--- src/design/pud_pkg.sv ---
// constants, field layouts and carrier types for the pwm up-down channel
// assumes a single clock domain; used by name, never imported
//
// What this block does
// - routing input in up-down pwm: new routing read after every shadow reload
// - shape 1 reloads at down-to-up, 2 at up-to-down, 3 at both turns
// - nonzero count shape gives up-down counting, zero gives continuous up counting
// - up-to-down turn at period minus one, or on selected external trigger
// - mode 2'b10 selects pwm output, 2'b01 selects compare output
// - duty phase level comes from active level bit, writable while running
// - up-count pwm: new active level applies at next compare trigger
// - up-down pwm: new active level applies immediately on write
// - compare mode non-blocking: pending routing read stays active when disabled holding
// - period match aligned with its output change; duty match too, except while counting up in pwm mode, where it comes one tick after the output turns active
// - external direction trigger: working registers reload only at counter zero
// - up: active when counter at or above duty; down: inactive below duty
package pud_pkg;
	localparam int unsigned CNT_W = 16;
	// register byte offsets
	localparam logic [7:0] OFS_CTRL = 8'h00;
	localparam logic [7:0] OFS_SHPER = 8'h04;
	localparam logic [7:0] OFS_SHDUTY = 8'h08;
	localparam logic [7:0] OFS_PER = 8'h0C;
	localparam logic [7:0] OFS_DUTY = 8'h10;
	localparam logic [7:0] OFS_CNT = 8'h14;
	localparam logic [7:0] OFS_IRQ_STAT = 8'h18;
	localparam logic [7:0] OFS_IRQ_MASK = 8'h1C;
	// control field positions
	localparam int unsigned POS_EN = 0;
	localparam int unsigned POS_MODE = 1;
	localparam int unsigned POS_SHAPE = 3;
	localparam int unsigned POS_LEVEL = 5;
	localparam int unsigned POS_EXTDIR = 6;
	localparam int unsigned POS_TRIGSRC = 7;
	localparam int unsigned POS_RTEN = 8;
	localparam int unsigned POS_BLOCK = 9;
	localparam int unsigned POS_HOLD = 10;
	localparam int unsigned POS_SRTRIG = 11;
	localparam logic [11:0] CTRL_RESET = 12'h000;
	localparam logic [1:0] MODE_CMP = 2'h1;
	localparam logic [1:0] MODE_PWM = 2'h2;
	localparam logic [1:0] SHAPE_UP = 2'h0;
	localparam logic [1:0] SHAPE_DU = 2'h1;
	localparam logic [1:0] SHAPE_UD = 2'h2;
	localparam logic [1:0] SHAPE_BOTH = 2'h3;
	localparam logic [15:0] PER_RESET = 16'hFFFF;
	localparam logic [15:0] DUTY_RESET = 16'h0000;
	localparam int unsigned IRQ_PER = 0;
	localparam int unsigned IRQ_DUTY = 1;
	typedef struct packed {
		logic [CNT_W-1:0] period;
		logic [CNT_W-1:0] duty;
	} pud_cmp_t;
endpackage
--- src/design/pud_channel.sv ---
// pwm up-down channel with wishbone slave, routing read port and interrupt
// assumes tick_i is a one-cycle enable on clk_i; trigger inputs are same-domain pulses
`timescale 1ns/1ps
`default_nettype none
module pud_channel (
	input wire logic clk_i,
	input wire logic rst_i,
	input wire logic tick_i,
	input wire logic chained_trigger_in_i,
	input wire logic capture_trigger_in_i,
	input wire logic [7:0] wb_adr_i,
	input wire logic [31:0] wb_dat_i,
	input wire logic [3:0] wb_sel_i,
	input wire logic wb_we_i,
	input wire logic wb_cyc_i,
	input wire logic wb_stb_i,
	output logic [31:0] wb_dat_o,
	output logic wb_ack_o,
	output logic rt_req_o,
	input wire logic rt_valid_i,
	input wire pud_pkg::pud_cmp_t rt_data_i,
	output logic pwm_o,
	output logic period_match_irq_o,
	output logic duty_match_irq_o,
	output logic irq_o
);
	localparam int W = pud_pkg::CNT_W;

	// ************************************************************
	// register bus
	// ************************************************************
	logic [11:0] ctrl_q;
	pud_pkg::pud_cmp_t shadow_q, work_q;
	logic [W-1:0] cnt_q;
	logic down_q, level_q, pwm_q, req_q, ack_q;
	logic [1:0] stat_q, mask_q;
	logic [1:0] ev_w;
	logic [31:0] rdata_w;

	wire wb_req = wb_cyc_i & wb_stb_i & ~ack_q;
	wire wb_wr = wb_req & wb_we_i & wb_sel_i[0];
	wire en_w = ctrl_q[pud_pkg::POS_EN];
	wire [1:0] mode_w = ctrl_q[pud_pkg::POS_MODE +: 2];
	wire [1:0] shape_w = ctrl_q[pud_pkg::POS_SHAPE +: 2];
	wire sw_level = ctrl_q[pud_pkg::POS_LEVEL];
	wire extdir_w = ctrl_q[pud_pkg::POS_EXTDIR];
	wire trigsrc_w = ctrl_q[pud_pkg::POS_TRIGSRC];
	wire rten_w = ctrl_q[pud_pkg::POS_RTEN];
	wire block_w = ctrl_q[pud_pkg::POS_BLOCK];
	wire hold_w = ctrl_q[pud_pkg::POS_HOLD];
	wire srtrig_w = ctrl_q[pud_pkg::POS_SRTRIG];
	wire wr_ctrl = wb_wr & (wb_adr_i == pud_pkg::OFS_CTRL);
	wire wr_shper = wb_wr & (wb_adr_i == pud_pkg::OFS_SHPER);
	wire wr_shduty = wb_wr & (wb_adr_i == pud_pkg::OFS_SHDUTY);
	wire wr_stat = wb_wr & (wb_adr_i == pud_pkg::OFS_IRQ_STAT);
	wire wr_mask = wb_wr & (wb_adr_i == pud_pkg::OFS_IRQ_MASK);

	// read mux, unmapped reads as zero
	always_comb begin
		case (wb_adr_i)
			pud_pkg::OFS_CTRL: rdata_w = {20'h00000, ctrl_q};
			pud_pkg::OFS_SHPER: rdata_w = {16'h0000, shadow_q.period};
			pud_pkg::OFS_SHDUTY: rdata_w = {16'h0000, shadow_q.duty};
			pud_pkg::OFS_PER: rdata_w = {16'h0000, work_q.period};
			pud_pkg::OFS_DUTY: rdata_w = {16'h0000, work_q.duty};
			pud_pkg::OFS_CNT: rdata_w = {15'h0000, down_q, cnt_q};
			pud_pkg::OFS_IRQ_STAT: rdata_w = {30'h0, stat_q};
			pud_pkg::OFS_IRQ_MASK: rdata_w = {30'h0, mask_q};
			default: rdata_w = 32'h00000000;
		endcase
	end

	// one-wait-state ack, data registered
	always_ff @(posedge clk_i) begin
		if (rst_i) begin
			ack_q <= 1'b0;
			wb_dat_o <= 32'h00000000;
		end else begin
			ack_q <= wb_req;
			wb_dat_o <= rdata_w;
		end
	end
	assign wb_ack_o = ack_q;

	// ************************************************************
	// counter and direction
	// ************************************************************
	wire updown_w = (shape_w != pud_pkg::SHAPE_UP); // nonzero shape: up-down
	wire trigger_source_select = trigsrc_w ? capture_trigger_in_i : chained_trigger_in_i;
	wire step = en_w & tick_i;
	wire at_top = (cnt_q == work_q.period - 16'h0001);
	wire turn_dn = step & updown_w & ~down_q & (extdir_w ? trigger_source_select : at_top);
	wire at_zero = (cnt_q == 16'h0001) & down_q;
	wire turn_up = step & updown_w & at_zero;
	wire up_wrap = step & ~updown_w & (cnt_q >= work_q.period);
	wire rl_ud = turn_dn & ~extdir_w & (shape_w[1]);
	// external direction reloads at zero only
	wire rl_du = turn_up & (shape_w[0] | extdir_w);
	wire reload = up_wrap | rl_ud | rl_du;
	// next count and direction, shared by counter and duty compare; up mode never counts down
	wire down_nx = updown_w & (turn_dn | (down_q & ~turn_up));
	wire [W-1:0] cnt_nx = ~step ? cnt_q :
		(up_wrap | turn_up) ? 16'h0000 :
		(turn_dn | (down_q & updown_w)) ? cnt_q - 16'h0001 : cnt_q + 16'h0001;

	// counter steps one per tick, holds when disabled
	always_ff @(posedge clk_i) begin
		if (rst_i) begin
			cnt_q <= 16'h0000;
			down_q <= 1'b0;
		end else if (step) begin
			cnt_q <= cnt_nx;
			down_q <= down_nx;
		end
	end

	// ************************************************************
	// shadow, working registers, routing reads
	// ************************************************************
	wire rt_take = req_q & rt_valid_i;
	wire pwm_mode = (mode_w == pud_pkg::MODE_PWM);
	// non-blocking compare mode keeps request while disabled with hold
	wire keep_req = (mode_w == pud_pkg::MODE_CMP) & rten_w & ~block_w & ~en_w & hold_w;

	always_ff @(posedge clk_i) begin
		if (rst_i) begin
			ctrl_q <= pud_pkg::CTRL_RESET;
			shadow_q <= {pud_pkg::PER_RESET, pud_pkg::DUTY_RESET};
			work_q <= {pud_pkg::PER_RESET, pud_pkg::DUTY_RESET};
			req_q <= 1'b0;
		end else begin
			if (wr_ctrl) begin
				ctrl_q <= wb_dat_i[11:0];
			end
			if (rt_take) begin
				shadow_q <= rt_data_i;
			end else begin
				if (wr_shper) shadow_q.period <= wb_dat_i[W-1:0];
				if (wr_shduty) shadow_q.duty <= wb_dat_i[W-1:0];
			end
			if (reload) begin
				work_q <= shadow_q;
			end
			// new read after each reload, set wins over serve
			if (rten_w & reload) begin
				req_q <= 1'b1;
			end else if (rt_take & ~keep_req) begin
				req_q <= 1'b0;
			end else if (~rten_w) begin
				req_q <= 1'b0;
			end
		end
	end
	assign rt_req_o = req_q;

	// ************************************************************
	// output level and compare events
	// ************************************************************
	wire cmp_trig = step & ((cnt_q == work_q.duty) | up_wrap);
	// up-down uses written level at once; up mode waits for trigger
	wire eff_level = updown_w ? sw_level : level_q;
	// active from duty upwards, inactive once below duty going down
	wire duty_on = (cnt_nx >= work_q.duty);
	// pwm mode drives duty level; compare mode toggles on match
	wire pwm_d = pwm_mode ? (duty_on ? eff_level : ~eff_level) :
		((mode_w == pud_pkg::MODE_CMP) & cmp_trig ? ~pwm_q : pwm_q);

	always_ff @(posedge clk_i) begin
		if (rst_i) begin
			level_q <= 1'b0;
			pwm_q <= 1'b0;
		end else begin
			// active level latched at compare trigger
			if (cmp_trig | ~en_w) level_q <= sw_level;
			if (step | (pwm_mode & updown_w)) pwm_q <= pwm_d;
		end
	end
	assign pwm_o = pwm_q;

	// match pulses in the same cycle as the output change, except duty match counting up in pwm mode, one tick after the output turns active
	// bit 1 duty match, bit 0 period match
	assign ev_w = {step & (cnt_q == work_q.duty) & (~srtrig_w | en_w), up_wrap | turn_dn};
	assign period_match_irq_o = ev_w[pud_pkg::IRQ_PER];
	assign duty_match_irq_o = ev_w[pud_pkg::IRQ_DUTY];

	// ************************************************************
	// interrupt status and mask
	// ************************************************************
	always_ff @(posedge clk_i) begin
		if (rst_i) begin
			stat_q <= 2'h0;
			mask_q <= 2'h0;
		end else begin
			stat_q <= (stat_q & ~(wr_stat ? wb_dat_i[1:0] : 2'h0)) | ev_w;
			if (wr_mask) mask_q <= wb_dat_i[1:0];
		end
	end
	assign irq_o = |(stat_q & mask_q);

	// ************************************************************
	// assertions
	// ************************************************************
	property p_hold;
		@(posedge clk_i) disable iff (rst_i) !en_w |=> (cnt_q == $past(cnt_q));
	endproperty
	a_hold: assert property (p_hold) else $error("counter moved while disabled");
	property p_req;
		@(posedge clk_i) disable iff (rst_i) (rten_w && reload) |=> rt_req_o;
	endproperty
	a_req: assert property (p_req) else $error("no routing read after reload");
	property p_keep;
		@(posedge clk_i) disable iff (rst_i) (req_q && keep_req && !wr_ctrl) |=> rt_req_o;
	endproperty
	a_keep: assert property (p_keep) else $error("pending read dropped");
	property p_imm;
		@(posedge clk_i) disable iff (rst_i)
		(pwm_mode && updown_w && !wr_ctrl) |=>
		(pwm_o == ($past(duty_on) ? $past(sw_level) : !$past(sw_level)));
	endproperty
	a_imm: assert property (p_imm) else $error("level not immediate");
	property p_shape;
		@(posedge clk_i) disable iff (rst_i) (shape_w == pud_pkg::SHAPE_DU) |-> !rl_ud;
	endproperty
	a_shape: assert property (p_shape) else $error("reload at wrong turn");
	property p_ext;
		@(posedge clk_i) disable iff (rst_i) (extdir_w && updown_w && reload) |-> turn_up;
	endproperty
	a_ext: assert property (p_ext) else $error("reload not at zero");
	property p_irq;
		@(posedge clk_i) disable iff (rst_i) ev_w[0] |=> stat_q[0];
	endproperty
	a_irq: assert property (p_irq) else $error("period event lost");
	property p_up;
		@(posedge clk_i) disable iff (rst_i) (step && !updown_w) |=> !down_q;
	endproperty
	a_up: assert property (p_up) else $error("down count in up mode");
endmodule
`default_nettype wire

--- config.mk ---
export PLATFORM = sky130hd
export DESIGN_NAME = pud_channel
export DESIGN_NICKNAME = d
export VERILOG_FILES = /design/src/design/pud_pkg.sv /design/src/design/pud_channel.sv
export SDC_FILE = /design/constraint.sdc
export NUM_CORES = 1
export LEC_CHECK = 0
export BUFFER_PORTS_ARGS = -buffer_cell sky130_fd_sc_hd__buf_4
export CAP_MARGIN = 0
export CORE_ASPECT_RATIO = 0.75
export CORE_UTILIZATION = 58
export DETAILED_ROUTE_END_ITERATION = 7
export PLACE_DENSITY = 0.87
export SLEW_MARGIN = 25
export SYNTH_ARGS = -nofsm -noshare
export SYNTH_HDL_FRONTEND = slang
export SYNTH_SLANG_ARGS = --single-unit
--- constraint.sdc ---
create_clock -name clk_i -period 5.2 [get_ports clk_i]
set_input_delay 0.26 -clock clk_i [delete_from_list [all_inputs] [get_ports clk_i]]
set_output_delay 0.26 -clock clk_i [all_outputs]
set_load 0.05 [all_outputs]
# Word-level counts from Yosys, hierarchy flattened
# Index checks and enable logic that the tools add are counted.
word_totals:
  wordCells: 117
  input_bits: 85
  ff_bits: 133
op_classes:
  addsub: 3
  bitwise: 61
  magnitude_cmp: 2
  reduce_logical: 7
  mux: 17
  n_eq_ne: 13
op_table:
  columns: ["operator", "n"]
  rows:
  - ["$pmux W17 S8", 1]
  - ["$mux W16", 5]
  - ["$and A1 B1 Y1", 35]
  - ["$eq A16 B16 Y1", 2]
  - ["$eq A8 B5 Y1 const B", 4]
  - ["$ge A16 B16 Y1", 2]
  - ["$mux W32", 1]
  - ["$sub A16 B1 Y16 const B", 2]
  - ["$add A16 B1 Y16 const B", 1]
  - ["$eq A16 B1 Y1 const B", 1]
  - ["$eq A8 B4 Y1 const B", 2]
  - ["$not A1 Y1", 11]
  - ["$or A1 B1 Y1", 11]
  - ["$mux W1", 9]
  - ["$eq A8 B3 Y1 const B", 1]
  - ["$logic_not A8 Y1", 1]
  - ["$reduce_bool A2 Y1", 4]
  - ["$and A2 B2 Y2", 2]
  - ["$ne A3 B1 Y1 const B", 1]
  - ["$eq A2 B1 Y1 const B", 1]
  - ["$eq A2 B2 Y1 const B", 1]
  - ["$mux W2", 1]
  - ["$not A2 Y2", 1]
  - ["$or A2 B2 Y2", 1]
  - ["2 further kinds", 2]

# Depth between registers and ports, before layout
depth:
  word_depth: 11
  mapped_depth: 21

# Worst setup path before layout
# OpenSTA, ideal clock, no wires.
synth_path:
  path_type: "register to register"
  startpoint: "register work_q[24] in the netlist's numbering"
  endpoint: "register pwm_q (netlist: pwm_o)"
  period_less_slack_ns: 4.518
  stages_incl_launch_ff: 19
  path_buffers: 2
  arrival_time_ns: 4.386
  setup_slack_ns: 0.682
  required_time_ns: 5.068
  setup_time_ns: 0.132
  path_cell_list: "dfxtp_1 > buf_6 > or4_4 > or3_1 > a2111o_1 > a221oi_2 > nand4_2 > o31ai_4 > buf_6 > mux2i_1 > mux2i_1 > ha_1 > a21o_1 > a21o_1 > a21oi_1 > o21ai_0 > a31oi_1 > xor2_1 > o32ai_1"
synth_between:
  elab_chain_cells: 11
  word_cells_on_any_way: 19
  cone_classes: "add/sub: 1; order compare: 2; eq/ne: 1; mux: 6; bitwise: 7; reduce/logical: 2"
synth_rtl:
  columns: ["element", "line_no", "source"]
  rows:
  - ["start: declaration", "pud_channel.sv:33", "pud_pkg::pud_cmp_t shadow_q, work_q;"]
  - ["start signal: assignment", "pud_channel.sv:129", "work_q <= {pud_pkg::PER_RESET, pud_pkg::DUTY_RESET};"]
  - ["start signal: assignment", "pud_channel.sv:142", "work_q <= shadow_q;"]
  - ["$sub A16 B1 Y16", "pud_channel.sv:91", "wire at_top = (cnt_q == work_q.period - 16'h0001);"]
  - ["$eq A16 B16 Y1", "pud_channel.sv:91", null]
  - ["$mux W1", "pud_channel.sv:92", "wire turn_dn = step & updown_w & ~down_q & (extdir_w ? trigger_source_select : at_top);"]
  - ["$and A1 B1 Y1", "pud_channel.sv:92", null]
  - ["$or A1 B1 Y1", "pud_channel.sv:104", "(turn_dn | (down_q & updown_w)) ? cnt_q - 16'h0001 : cnt_q + 16'h0001;"]
  - ["$mux W16", "pud_channel.sv:104", null]
  - ["$mux W16 (*)", "pud_channel.sv:103", "(up_wrap | turn_up) ? 16'h0000 :"]
  - ["$mux W16 (*)", "pud_channel.sv:102", "wire [W-1:0] cnt_nx = ~step ? cnt_q :"]
  - ["via cnt_nx[9]", "pud_channel.sv:102", null]
  - ["$ge A16 B16 Y1 (*)", "pud_channel.sv:163", "wire duty_on = (cnt_nx >= work_q.duty);"]
  - ["$mux W1 (*) (2 in series)", "pud_channel.sv:165", "wire pwm_d = pwm_mode ? (duty_on ? eff_level : ~eff_level) :"]
  - ["end signal: assignment", "pud_channel.sv:175", "if (step | (pwm_mode & updown_w)) pwm_q <= pwm_d;"]
  - ["end: declaration", "pud_channel.sv:35", "logic down_q, level_q, pwm_q, req_q, ack_q;"]
# The timed path passes the listed nets; every way through them passes the cells marked *.
# A chain may end at the register's enable or synchronous reset.

# Final worst setup path
# Ends and elaborated chain as after synthesis.

==> results.md <==
* Status: finished, violations left
* Failing checks: DRC
* Setup CP Type: flop to flop
* Dpl cells at 1176
* Primary FF master, synth: dfxtp_1
* Die X-Extent at 133.4 um
* Layout cells sized above 1 at 15.93%
* Crit path capture type: flop
* CP Cell Sequence: or4_4 -> or3_1 -> a2111o_1 -> a221oi_2 -> nand4_2 -> o31ai_4 -> buf_4 -> mux2i_1 -> mux2i_1 -> ha_1 -> a21o_1 -> a21o_1 -> a21oi_1 -> o21ai_0 -> a31oi_2 -> xor2_1 -> o32ai_1
* Final core utilization at 70.94%
* I/O Pins at 123
* Port Buffer Count at 88
* Total Power at 2.107 mW
* Pre-antenna DRT Iters at 8
* Setup Total Neg Slack at 0 ns
* Worst vdd ir at 225.2 uV
* Shortest period the worst path allows at 5.022 ns
* #FFs+latches synth at 118
* CP max stage cell: or4_4
* Final worst path period share at 96.57%
* Initial Util at 60.42%
* # H-tree levels at 4
* Slew HR at 35.87%
* Chip height at 100.6 um
* Hold Worst Slack at 0.09235 ns
* Dpl hpwl at 15920 um
* Buf/Inv on CP at 1
* Total CTS buffers at 17
* Final slew viol count at 0
* Clk buf depth at 2
* Drt total wl at 22920 um
* Asr flop ratio synth at 0%
* Final Setup Violations at 0
* Vias in the first global route at 7360
* First-pass GRT wire length at 37370 um
* Detailed Route Iter0 Violations at 1062
* CTS Sinks at 118
* Antenna cells at 0
* Slowest stage delay, CP at 0.59 ns
* Worst Max-Slew Pin Slew at 0.9600 ns
* Nets at 1151
* CP top delay family: compound AO/OA/AOI/OAI gates
* Area grow syn2layout at 17.40%
* Grt total ovfl at 0
* CP required at 5.48 ns
* RSZ-0062 raised after global routing: false
* Initial antenna violation count at 0
* Clock latency on the worst-skew pair at 0.42 ns
* GRT Total Usage at 35.11%
* FP Rows at 35
* Class of the worst hold path: primary input to flop
* EDFF count, synth at 0
* Root buffer cell: clkbuf_16
* Final instance area at 8822 um^2
* Final hold vios at 0
* Avg Vias per Cell at 6.525
* Max cap viols at 0
* Fmax at 199.1 MHz
* Dpl ws at 0.1067 ns
* Residual DRC at 3
* Avg WL per Cell at 18.98 um
* Post-Synthesis Cells at 972
* Min setup slack post-route at 0.1785 ns
* CP max FO at 9
* Critical Path AT at 5.30 ns
* Post-CTS Hold Buffers at 0
* Synthesized area at 7515 um^2
* Leak at 3.587 nW
* Avg Inst Size Synth at 7.731 um^2
* GP Congestion at 0.9600
* Critical Path Source Type: flop
* Seq/Total Area, Yosys at 31.44%
* Synth warn at 0
* Synth unique cells at 64
* Worst-case clock skew at 0.01090 ns
* Placed instance area at 8262 um^2
* Final ANT Viol Nets at 0
* Core ar. at 12440 um^2
* Die ar. at 13420 um^2
* CTS clock-pin slew for the worst setup and hold paths at 0.06 ns
* Finished Layout Cells at 1208
* PwrDens at 238.9 nW/um^2
* Pin count of the biggest net entering global routing at 70
* Via count at 7882
* CTS tree: built
## worst paths after layout
path                     from   endpoint  slack (ns)  cells past startpoint
setup / recovery   work_q[24]      pwm_o        0.18                     17
hold / removal    wb_dat_i[3]  ctrl_q[3]        0.09                      3
setup reg to reg   work_q[24]      pwm_o        0.18                     17
hold reg to reg      wb_ack_o   wb_ack_o        0.46                      1
## repair_timing
item	CTS	global route
buffers inserted	0	1
resized for setup	0	1
hold endpoints to repair	0	0
setup endpoints to repair	0	1
## routing by layer
metal | global-route usage (%) | vias to the layer above | routed length [um]
li1 | - | 3609 | -
met1 | 44.83 | 3632 | 9298
met2 | 56.05 | 538 | 10120
met3 | 9.804 | 103 | 2661
met4 | 14.42 | 0 | 839
met5 | 0 | - | 0
## power by group
part	total, mW	switching, mW	internal (mW)
Clock	1.10	0.482	0.620
Sequential	0.905	0.000339	0.904
Combinational	0.101	0.0622	0.0388
Total	2.11	0.544	1.56
## cell usage after synthesis (2+ instances only)
library cell    n  area share (%)
nand2_1       133             6.6
dfxtp_1       118              31
nand3_1        69             4.6
clkbuf_1       66             3.3
o21ai_0        59             3.9
nor2_1         57             2.8
mux2i_1        45             6.0
a21oi_1        42             2.8
a22oi_1        42             4.2
inv_1          39             1.9
ha_1           36             6.0
xnor2_1        23             2.7
nand2b_1       20             1.7
a31oi_1        19             1.6
nor3_1         19             1.3
or3_1          17             1.4
a311oi_1       16             1.9
buf_4          16             1.6
o311ai_0       16             1.9
nand4_1        12             1.0
and3_1         11            0.92
a21o_1         10             1.0
nor4_1          9            0.75
xor2_1          8            0.93
nor2b_1         5            0.42
and2_1          4            0.33
mux2_2          4            0.60
a211oi_1        3            0.30
a22o_1          3            0.35
buf_1           3            0.15
buf_2           3            0.20
o21ai_1         3            0.20
o22ai_1         3            0.25
a2111o_1        2            0.30
a221oi_1        2            0.23
and3b_1         2            0.23
and4_1          2            0.23
buf_6           2            0.30
nand3b_1        2            0.20
o211ai_1        2            0.20
or4_1           2            0.20
## logic make-up (layout without fill, tap and decap cells)
kind of cell | after synthesis | in the layout | share of synthesized area, %
flip-flops | 118 | 118 | 31.44
other | 1 | 15 | 0.04990
buffers and inverters | 129 | 185 | 7.493
multiplexers | 49 | 49 | 6.593
adder cells (fa/ha/maj) | 36 | 36 | 5.994
AO/OA/AOI/OAI | 235 | 235 | 20.91
XOR/XNOR | 31 | 31 | 3.613
AND/OR/NAND/NOR | 373 | 373 | 23.91
## flip-flops by register name, summed over array words and instances, names as in the netlist
register  flops
cnt_q        16
ctrl_q       12
down_q        1
level_q       1
mask_q        2
pwm_o         1
rt_req_o      1
shadow_q     32
stat_q        2
wb_ack_o      1
wb_dat_o     17
work_q       32
## worst reg2reg max path: stages, from the launching register on
cell and delay, ns:
dfxtp_1 0.40, or4_4 0.59, or3_1 0.36, a2111o_1 0.44, a221oi_2 0.30, nand4_2 0.24
o31ai_4 0.29, buf_4 0.20, mux2i_1 0.35, mux2i_1 0.23, ha_1 0.27, a21o_1 0.20
a21o_1 0.17, a21oi_1 0.13, o21ai_0 0.16, a31oi_2 0.28, xor2_1 0.17, o32ai_1 0.09
## cell type report
cell class                      instances  area, um^2
Tap cell                              166       207.7
Multi-Input combinational cell        739        4697
Sequential cell                       118        2362
Fill cell                             947        3615
Clock inverter                         14       120.1
Clock buffer                           17       425.4
Inverter                               39       146.4
Timing Repair Buffer                  115       863.3
## placed cells by master, fill, tap and decap left out, types with 18 or more instances in the layout
cell,count
a21oi_1,42
a22oi_1,42
a31oi_1,18
buf_4,115
dfxtp_1,118
ha_1,36
inv_1,39
mux2i_1,45
nand2_1,133
nand2b_1,20
nand3_1,69
nor2_1,56
nor3_1,18
o21ai_0,57
xnor2_1,23
Note: power is estimated with default switching activity, not from simulation.
